[config.mk]
export PLATFORM = sky130hd
export DESIGN_NAME = wmfc_top
export DESIGN_NICKNAME = d
export VERILOG_FILES = /design/src/hdl/wmfc_pkg.sv /design/src/hdl/wmfc_fail_counter.sv /design/src/hdl/wmfc_temp_check.sv /design/src/hdl/wmfc_top.sv
export SDC_FILE = /design/constraint.sdc
export NUM_CORES = 1
export LEC_CHECK = 0
export BUFFER_PORTS_ARGS = -buffer_cell sky130_fd_sc_hd__buf_2
export CORE_UTILIZATION = 48
export DETAILED_ROUTE_END_ITERATION = 10
export GPL_TIMING_DRIVEN = 0
export PLACE_DENSITY = 0.73
export SYNTH_ARGS = -nofsm -noshare
export SYNTH_HDL_FRONTEND = slang
export SYNTH_SLANG_ARGS = --single-unit
export TNS_END_PERCENT = 5
[constraint.sdc]
create_clock -name clk -period 4.1 [get_ports clk]
set_input_delay 0.41 -clock clk [delete_from_list [all_inputs] [get_ports clk]]
set_output_delay 0.41 -clock clk [all_outputs]
set_load 0.05 [all_outputs]
[src/hdl/wmfc_pkg.sv]
// Package for the working mode and fault controller.
// Holds modes, command codes, error codes and timing constants.
package wmfc_pkg;
    typedef enum logic [1:0] {
        MODE_INIT,
        MODE_NORMAL,
        MODE_SESSION,
        MODE_FAULT
    } wmfc_mode_t;

    localparam logic [15:0] CMD_ENTER_SESSION = 16'h72d1;
    localparam logic [15:0] CMD_NVM_UNLOCK = 16'h00a5;
    localparam logic [15:0] CMD_REINIT = 16'h00c3;
    localparam logic [15:0] CMD_MEASURE = 16'h0062;
    localparam logic [15:0] CMD_LEAVE_SESSION = 16'h0099;
    localparam logic [15:0] CMD_NVM_WRITE = 16'h0080;

    localparam logic [15:0] ERR_NONE = 16'h0000;
    localparam logic [15:0] ERR_RAM_PARITY = 16'hc001;
    localparam logic [15:0] ERR_NVM = 16'hc004;
    localparam logic [15:0] ERR_WATCHDOG = 16'hc008;
    localparam logic [15:0] ERR_SENSOR = 16'hc010;

    localparam int START_WDG_CLOCKS = 69632;
    localparam int CONV_CYCLE_NS = 1000000;
    localparam int CLK_PERIOD_NS = 40;
    localparam int CONV_CYCLE_CLOCKS = CONV_CYCLE_NS / CLK_PERIOD_NS;
    localparam int MEAS_WDG_CLOCKS = 2 * CONV_CYCLE_CLOCKS;
    localparam int FAIL_ENTER_COUNT = 2;
    localparam int NVM_WORDS = 32;
    localparam int NVM_AW = 5;
    localparam int CFG_CHK_TEMP = 0;
    localparam int CFG_CHK_SENS = 1;
    localparam int CFG_CHK_AGING = 2;
    localparam int CFG_CHK_ROM = 3;
    localparam int CFG_OWI_WINDOW = 4;
    localparam logic [15:0] ONE_WIRE_WINDOW_CLOCKS = 16'hffff;
endpackage

[src/hdl/wmfc_fail_counter.sv]
// Failure counter for counted checks (temporary fault mode).
// Expects one check result strobe per measurement cycle.
`timescale 1ns/1ns
`default_nettype none
module wmfc_fail_counter
    import wmfc_pkg::*;
(
    // Clock and reset
    input wire logic clk,
    input wire logic nrst,
    // Check result
    input wire logic checkValid,
    input wire logic checkFail,
    input wire logic clearAll,
    // Fault state
    output logic active
);
    logic [1:0] count_reg;
    logic [1:0] count_next;
    logic active_reg;
    logic active_next;
    localparam logic [1:0] LIMIT = 2'(FAIL_ENTER_COUNT);

    assign count_next = clearAll ? 2'h0 :
        !checkValid ? count_reg :
        checkFail ? ((count_reg == LIMIT) ? count_reg : count_reg + 2'h1) :
        ((count_reg == 2'h0) ? count_reg : count_reg - 2'h1);
    assign active_next = clearAll ? 1'b0 :
        (count_next == LIMIT) ? 1'b1 :
        (count_next == 2'h0) ? 1'b0 : active_reg;
    assign active = active_reg;

    always_ff @(posedge clk or negedge nrst) begin
        if (!nrst) begin
            count_reg <= 2'h0;
            active_reg <= 1'b0;
        end else begin
            count_reg <= count_next;
            active_reg <= active_next;
        end
    end
endmodule
`default_nettype wire

[src/hdl/wmfc_temp_check.sv]
// Temperature raw value range check.
// Raw value is right aligned at the resolution given by resBits.
`timescale 1ns/1ns
`default_nettype none
module wmfc_temp_check
    import wmfc_pkg::*;
(
    // Raw value and resolution (13 to 16)
    input wire logic [15:0] rawTemp,
    input wire logic [4:0] resBits,
    // Result
    output logic fail
);
    logic [15:0] shifted;
    logic [4:0] effRes;
    logic [15:0] limit;

    // Wide conversions are reduced by two bits before the check.
    assign shifted = (resBits >= 5'h0f) ? (rawTemp >> 2) : rawTemp;
    assign effRes = (resBits >= 5'h0f) ? resBits - 5'h02 : resBits;
    assign limit = (16'h0001 << effRes) - 16'h0001;
    assign fail = (shifted == 16'h0000) || (shifted >= limit);
endmodule
`default_nettype wire

[src/hdl/wmfc_top.sv]
// Working mode and fault controller of the signal conditioner.
// Assumes the serial ports deliver whole command words as one-cycle
// strobes on clk, and that the NVM and RAM answer one word per cycle.
//
// Overview of operation
// - Mirror NVM to RAM at power-on and reinit.
// - RAM parity error enters fault mode.
// - Three working modes, switched by commands.
// - Initialise then enter normal mode unaided.
// - Mirror verifies NVM; error forces fault mode.
// - Result updates each cycle, drives output.
// - Host result reads never disturb conditioning.
// - Enter-session command stops measurement cycle.
// - Session entered only by that command.
// - Other commands in normal mode discarded.
// - Session mode runs the full command set.
// - Port disabled while a command runs.
// - After command wait, or loop measurements.
// - NVM writes blocked until unlock command.
// - Session entry over I2C always allowed.
// - One-wire entry obeys configured start window outside fault mode.
// - Fault mode: low band, error code, ports.
// - Configuration enables fault checks individually.
// - Two failures enter, countdown leaves fault.
// - Temperature raw 0 or full scale fails.
// - 16/15-bit raw shifted to 14/13 bits.
// - Simultaneous C0xx codes are ORed.
// - Watchdog code replaces signature/config codes.
// - Watchdog on start and measurement overrun.
// - RAM parity reported at once as C001.
`timescale 1ns/1ns
`default_nettype none
module wmfc_top
    import wmfc_pkg::*;
#(
    parameter int START_WDG = START_WDG_CLOCKS,
    parameter int MEAS_WDG = MEAS_WDG_CLOCKS,
    parameter int CONV_CYCLE = CONV_CYCLE_CLOCKS
) (
    // Clock and reset
    input wire logic clk,
    input wire logic nrst,
    // Commands from the serial host port
    input wire logic cmdValid,
    input wire logic [15:0] cmdWord,
    input wire logic cmdFromOneWire,
    output logic cmdReady,
    // Command routine completion from the conditioning core
    input wire logic cmdDone,
    output logic cmdStart,
    output logic [15:0] cmdActive,
    // NVM read and write
    output logic [NVM_AW-1:0] nvmAddr,
    output logic nvmRead,
    input wire logic [15:0] nvmData,
    input wire logic nvmError,
    output logic nvmWriteEn,
    // RAM parity check of every read
    input wire logic ramRead,
    input wire logic ramParityBad,
    // Measurement cycle
    input wire logic measDone,
    input wire logic [15:0] result,
    input wire logic [15:0] rawTemp,
    input wire logic [4:0] resBits,
    input wire logic sensFail,
    input wire logic agingFail,
    input wire logic romFail,
    output logic measRun,
    // Outputs
    output logic [15:0] analogLevel,
    output logic lowerFaultBand,
    output logic [15:0] serialOut,
    output logic oneWireEnable,
    output logic i2cEnable,
    output wmfc_mode_t mode
);
    wmfc_mode_t mode_reg, mode_next;
    logic [NVM_AW-1:0] addr_reg, addr_next;
    logic [15:0] cfg_reg, cfg_next;
    logic initFail_reg, initFail_next;
    logic busy_reg, busy_next;
    logic loop_reg, loop_next;
    logic unlock_reg, unlock_next;
    logic [15:0] cmd_reg, cmd_next;
    logic [15:0] err_reg, err_next;
    logic [16:0] wdg_reg, wdg_next;
    logic [15:0] win_reg, win_next;
    logic [15:0] result_reg, result_next;
    logic [15:0] out_reg, out_next;
    logic parity_reg, parity_next;
    logic [15:0] cmdIn;

    logic isEnter, isReinit, isLeave, isUnlock, isMeasure, isNvmWrite;
    logic portOpen, entryAllowed, takeCmd;
    logic mirrorLast, wdgTimeout, tempFail, countedFault;
    logic checkTemp, checkSens, checkAging, failCheck;
    logic [15:0] sensorCode, faultCode;

    function automatic logic cmd_is(input logic [15:0] w,
                                    input logic [15:0] c);
        cmd_is = (w == c);
    endfunction

    assign cmdIn = cmdWord;
    assign isEnter = cmd_is(cmdIn, CMD_ENTER_SESSION);
    assign isReinit = cmd_is(cmdIn, CMD_REINIT);
    assign isLeave = cmd_is(cmdIn, CMD_LEAVE_SESSION);
    assign isUnlock = cmd_is(cmdIn, CMD_NVM_UNLOCK);
    assign isMeasure = cmd_is(cmdIn, CMD_MEASURE);
    assign isNvmWrite = cmd_is(cmdIn, CMD_NVM_WRITE);

    // The port is closed during init and while a command is running.
    assign portOpen = (mode_reg != MODE_INIT) && !busy_reg;
    assign cmdReady = portOpen;
    // One-wire entry only while its start window lasts, unless the
    // window option is off or in fault mode; I2C entry is always open.
    assign entryAllowed = !cmdFromOneWire ||
        !cfg_reg[CFG_OWI_WINDOW] || (win_reg != 16'h0000) ||
        (mode_reg == MODE_FAULT);
    assign takeCmd = cmdValid && portOpen;

    assign mirrorLast = (addr_reg == NVM_AW'(NVM_WORDS - 1));
    assign checkTemp = cfg_reg[CFG_CHK_TEMP];
    assign checkSens = cfg_reg[CFG_CHK_SENS];
    assign checkAging = cfg_reg[CFG_CHK_AGING];
    assign sensorCode = ((checkSens && sensFail) ||
        (checkAging && agingFail) ||
        (checkTemp && tempFail)) ? ERR_SENSOR : ERR_NONE;
    assign wdgTimeout = (mode_reg == MODE_INIT) ?
        (wdg_reg >= 17'(START_WDG)) :
        (measRun && (wdg_reg >= 17'(MEAS_WDG)));

    wmfc_temp_check tempCheck (
        .rawTemp(rawTemp),
        .resBits(resBits),
        .fail(tempFail)
    );

    // Checks keep running in fault mode so the counter can count down.
    assign failCheck = measDone &&
        (mode_reg == MODE_NORMAL || mode_reg == MODE_FAULT);

    wmfc_fail_counter failCounter (
        .clk(clk),
        .nrst(nrst),
        .checkValid(failCheck),
        .checkFail(sensorCode != ERR_NONE),
        .clearAll(mode_reg == MODE_INIT),
        .active(countedFault)
    );

    // Sensor codes are ORed in; the watchdog code wins over the rest.
    assign faultCode = wdgTimeout ? ERR_WATCHDOG :
        (err_reg | (parity_reg ? ERR_RAM_PARITY : ERR_NONE) |
        (countedFault ? sensorCode : ERR_NONE));

    always_comb begin
        mode_next = mode_reg;
        addr_next = addr_reg;
        cfg_next = cfg_reg;
        initFail_next = initFail_reg;
        busy_next = busy_reg;
        loop_next = loop_reg;
        unlock_next = unlock_reg;
        cmd_next = cmd_reg;
        err_next = err_reg;
        win_next = (win_reg != 16'h0000) ? win_reg - 16'h0001 : win_reg;
        parity_next = parity_reg | (ramRead && ramParityBad);
        unique case (mode_reg)
            MODE_INIT: begin
                // The mirror checks every word and applies the first
                // one as configuration.
                addr_next = addr_reg + NVM_AW'(1);
                if (addr_reg == NVM_AW'(0)) begin
                    cfg_next = nvmData;
                end
                initFail_next = initFail_reg | nvmError;
                if (mirrorLast) begin
                    addr_next = NVM_AW'(0);
                    mode_next = (initFail_reg || nvmError ||
                        (cfg_reg[CFG_CHK_ROM] && romFail)) ?
                        MODE_FAULT : MODE_NORMAL;
                    if (initFail_reg || nvmError) begin
                        err_next = err_reg | ERR_NVM;
                    end
                end
            end
            MODE_NORMAL: begin
                // Result reads go to the port only; only entry acts.
                if (takeCmd && isEnter && entryAllowed) begin
                    mode_next = MODE_SESSION;
                end
                if (countedFault) begin
                    mode_next = MODE_FAULT;
                end
            end
            MODE_SESSION: begin
                if (takeCmd) begin
                    cmd_next = cmdIn;
                    busy_next = 1'b1;
                    loop_next = isMeasure;
                    if (isUnlock) begin
                        unlock_next = 1'b1;
                    end
                    if (isReinit) begin
                        mode_next = MODE_INIT;
                        busy_next = 1'b0;
                    end
                    if (isLeave) begin
                        mode_next = MODE_NORMAL;
                        busy_next = 1'b0;
                        unlock_next = 1'b0;
                    end
                end else if (busy_reg && cmdDone) begin
                    busy_next = loop_reg;
                end
            end
            MODE_FAULT: begin
                if (takeCmd && isEnter) begin
                    mode_next = MODE_SESSION;
                    err_next = ERR_NONE;
                    parity_next = ramRead && ramParityBad;
                end else if (!countedFault && err_reg == ERR_NONE &&
                             !parity_reg && !wdgTimeout) begin
                    mode_next = MODE_NORMAL;
                end
            end
            default: begin
                mode_next = MODE_INIT;
            end
        endcase
        if (parity_next) begin
            mode_next = MODE_FAULT;
        end
        if (wdgTimeout) begin
            mode_next = MODE_FAULT;
            err_next = ERR_WATCHDOG;
        end
        if (mode_next != MODE_SESSION) begin
            busy_next = 1'b0;
            loop_next = 1'b0;
        end
    end

    assign wdg_next = (mode_reg != mode_next || measDone ||
        (mode_reg != MODE_INIT && !measRun)) ? 17'h00000 :
        (wdgTimeout ? wdg_reg : wdg_reg + 17'h00001);
    assign result_next = (measDone && mode_reg == MODE_NORMAL) ?
        result : result_reg;
    assign out_next = (mode_reg == MODE_FAULT) ? faultCode :
        result_reg;

    always_ff @(posedge clk or negedge nrst) begin
        if (!nrst) begin
            mode_reg <= MODE_INIT;
            addr_reg <= NVM_AW'(0);
            cfg_reg <= 16'h0000;
            initFail_reg <= 1'b0;
            busy_reg <= 1'b0;
            loop_reg <= 1'b0;
            unlock_reg <= 1'b0;
            cmd_reg <= 16'h0000;
            err_reg <= ERR_NONE;
            wdg_reg <= 17'h00000;
            win_reg <= ONE_WIRE_WINDOW_CLOCKS;
            result_reg <= 16'h0000;
            out_reg <= 16'h0000;
            parity_reg <= 1'b0;
        end else begin
            mode_reg <= mode_next;
            addr_reg <= addr_next;
            cfg_reg <= cfg_next;
            initFail_reg <= (mode_next == MODE_INIT) ? initFail_next : 1'b0;
            busy_reg <= busy_next;
            loop_reg <= loop_next;
            unlock_reg <= unlock_next;
            cmd_reg <= cmd_next;
            err_reg <= err_next;
            wdg_reg <= wdg_next;
            win_reg <= win_next;
            result_reg <= result_next;
            out_reg <= out_next;
            parity_reg <= parity_next;
        end
    end

    assign nvmAddr = addr_reg;
    assign nvmRead = (mode_reg == MODE_INIT);
    assign nvmWriteEn = unlock_reg && busy_reg &&
        cmd_is(cmd_reg, CMD_NVM_WRITE);
    assign cmdStart = takeCmd && mode_reg == MODE_SESSION;
    assign cmdActive = cmd_reg;
    // Measurement runs in normal mode and for looping session commands.
    assign measRun = (mode_reg == MODE_NORMAL) ||
        (mode_reg == MODE_SESSION && loop_reg);
    assign lowerFaultBand = (mode_reg == MODE_FAULT);
    assign analogLevel = (mode_reg == MODE_FAULT) ? 16'h0000 : result_reg;
    assign serialOut = out_reg;
    assign oneWireEnable = (mode_reg == MODE_FAULT) ||
        !cfg_reg[CFG_OWI_WINDOW] || (win_reg != 16'h0000);
    assign i2cEnable = 1'b1;
    assign mode = mode_reg;
endmodule
`default_nettype wire

==> out/metrics.yaml <==
placed_design:
  dp_cells: 883
  dpl.hpwl_um: 10600
  port_buffers: 130
  place_congestion: 0.883
clock_network:
  clkTransAtPathRegs_ns: 0.07
  ctsHoldBuffers: 0
  clock_path_buffers: 2
  numCtsBuffers: 9
  root_buffer: "clkbuf_16"
  cts_tree: "built"
  cts_sinks: 104
  clk_latency_ns: 0.34
  htreeDepth: 3
power_and_ir_drop:
  total_power_w: 0.00221
  p_leak_nw: 3.53
  ir_drop_v: 0.000230
  power.density_nw_per_um2: 293
worst_setup_path:
  slowest_delay_ns: 0.33
  cp_data_required_time_ns: 4.33
  path_cells: "buf_6, inv_4, ha_2, nand2_1, o31ai_1, nand2_1, buf_8, nor2_4, nand3_2, ha_4, a211oi_4, nand2_1, o31ai_1, a22oi_1, ha_2, a21oi_2, o21ai_1, a222oi_1, o21ai_1, a21oi_4, mux2_4, a211o_1"
  crit_start: "resBits[1]"
  path_delay_family: "compound AO/OA/AOI/OAI gates"
  criticalPathCategory: "input port to flip-flop"
  startpoint_type: "input port"
  slowest_stage: "a222oi_1"
  cp_common_cell: "nand2_1"
  r2r_cells: 10
  cp_data_arrival_time_ns: 4.20
  crit_fanout: 7
  crit_path_end: "failCounter.active$_DFFE_PN0P_"
  critPathCaptureType: "flip-flop"
  cp_num_cells: 22
  regToRegStartpoint: "win_reg[0]$_DFFE_PN1P_"
  timing.rr.end: "wdg_reg[10]$_DFFE_PN0P_"
  worst-path-buf-inv: 3
  rrSetupSlack_ns: 1.47
synthesis:
  synth_top_family_by_area: "simple AND/OR/NAND/NOR gates"
  synth_xor_area_share_pct: 4.80
  yosysSeqAreaShare_pct: 43.5
  synth_nets: 693
  synth_compound_area_share_pct: 10.1
  synth_cells: 584
  synth_adder_area_share_pct: 5.82
  async_flop_share_pct: 100
  synth-main-ff-cell: "dfrtp_1"
  avgSynthCellArea_um2: 10.3
  synthSimpleGateAreaFrac_pct: 21.7
  synth_warnings: 0
  muxShareOfSynthArea_pct: 10.7
  synth_edf_count: 0
  ys_ff_latch: 104
  syn_area_um2: 6020
  ys_types: 67
die:
  core_area_um2: 12100
  io-pin-count: 144
  fp.dieArea_um2: 13000
  chipHeight_um: 114
  die_x_um: 114
  start_util_pct: 49.7
  rows: 40
sta:
  tns_ns: 0
  hold_viol: 0
  drv_slew: 0
  setup_viol: 0
  tightestPinTransition_ns: 0.832
  max_freq_mhz: 252
  max_slew_margin_pct: 44.4
  hold-worst-slack_ns: 0.0758
  skew_ns: 0.00645
  finalCritPeriodShare_pct: 96.9
  period_needed_ns: 3.97
hold_path:
  hp-class: "input port to async pin"
cells_and_area:
  fin_nets: 851
  instances_no_fill: 916
  final_cell_mix: "buf_2 (130), dfrtp_1 (88), nor2_1 (52)"
  n_fill_cell: 1009
  largest_reg_flops: 17
  final_common_cell: "buf_2"
  drive_above_1_share_pct: 37.7
  syn_to_final_growth_pct: 25.4
  fin_util_pct: 62.4
global_route:
  grt_antenna_before_repair: 2
  grt-ovfl-total: 0
  grt_pass1_vias: 4850
  grt_pass1_wl_um: 22900
  grtUsageTotal_pct: 22.1
  grt_max_degree: 57
route:
  finalWirelength_um: 14100
  route.antenna.remaining_nets: 0
  wl_per_cell_um: 15.3
  first_iter_violations: 277
  viasPerCell: 5.38
  drc_errors: 0
  first_pass_iters: 5
  vias: 4928
run_status:
  status: "complete, no violations"
run:
  maxCapViolations: 0
[kinds of logic after synthesis]
family          count (synthesis)
compound gates                 87
xor+xnor                       33
fa+ha+maj                      28
buf+inv                        44
flops                         104
mux                            58
other cells                     1
simple gates                  229
[final cells by class]
class                   count  area, um^2  area share (%)
diodes                      2        5.00          0.0663
plain buffers              17         128            1.69
clock buffers              11         233            3.08
clock inverters             4        30.0           0.398
inverters                  26         100            1.33
multi-input cells         436        3390            44.9
flip-flops and latches    104        2620            34.7
well taps                 168         210            2.78
repair buffers            148         837            11.1
[timing repair]
| action | CTS | global route |
|---|---|---|
| endpoints found under the setup margin | 5 | 6 |
| gates resized for setup | 13 | 31 |
| buffers inserted | 7 | 10 |
| pin swaps | 6 | 18 |
[worst reg2reg max path: stages (launching register included)]
cell and delay (ns):
dfstp_2 0.55, inv_1 0.07, ha_1 0.22, nor4b_1 0.16
and4b_1 0.26, a311o_1 0.40, a21boi_2 0.22, nor4bb_4 0.08
o2bb2ai_4 0.27, buf_12 0.21, nor2_4 0.06
[cells in the mapped netlist (all sizes together), types with 2 or more instances]
master  number  area share (%)
nand4       10             1.3
o21ai       19             1.6
mux2        52             9.7
nor4b        2            0.29
nand2       40             2.5
xnor2       27             3.9
ha          28             5.8
o31ai        6            0.98
and4bb       2            0.42
xor2         6            0.87
a211o        5            0.73
and4         3            0.44
dfstp       16             7.0
or2          2            0.21
nor3b        2            0.25
nor3        14             1.2
nand3       20             1.7
a31oi        4            0.42
and3         4            0.42
clkbuf      10            0.62
dfrtp       88              37
o21a         5            0.62
and2        30             3.1
mux2i        6             1.0
nor2b        6            0.62
nand2b       2            0.21
a21o         5            0.62
a21oi       21             1.7
or4          3            0.44
nor4        14             1.8
inv         26             1.6
a211oi       4            0.50
nor4bb       2            0.58
nand3b       3            0.37
o211ai       4            0.50
a22oi        2            0.25
nor2        66             5.4
buf          8             1.0
[metal layers]
metal / share of wire, % / global-route usage, %
met4: 1.7 / 7.45
met1: 43 / 27.6
met2: 50 / 38.3
met3: 6.1 / 4.52
met5: 0 / 0
[how the worst min path moves through the flow]
stage                                    from                         end  slack [ns]  depth (start not counted)
detailed placement                       nrst  result_reg[13]$_DFFE_PN0P_        0.47                          1
global route                             nrst     serialOut[11]$_DFF_PN0_        0.13                          1
finish                                   nrst     serialOut[11]$_DFF_PN0_        0.08                          1
global placement    result_reg[7]$_DFFE_PN0P_      serialOut[7]$_DFF_PN0_        0.47                          1
CTS                                      nrst  result_reg[13]$_DFFE_PN0P_         0.1                          1
floorplan                                nrst        busy_reg$_DFFE_PN0P_        0.11                          0
[stage by stage]
stage,worst slack (ns),area (um^2)
after CTS,0.00336,7340
after global routing,-0.0646,7550
after floorplan,0.00876,6080
after detailed placement,-0.785,6970
after global placement,-0.612,6940
final,0.125,7550
[report_power, final]
group          switching [W]  internal (W)  total [W]
combinational       0.000202      0.000177   0.000380
clock               0.000363      0.000412   0.000775
sequential         0.0000159       0.00104    0.00106
total               0.000581       0.00163    0.00221
(Power assumes the default switching activity.)
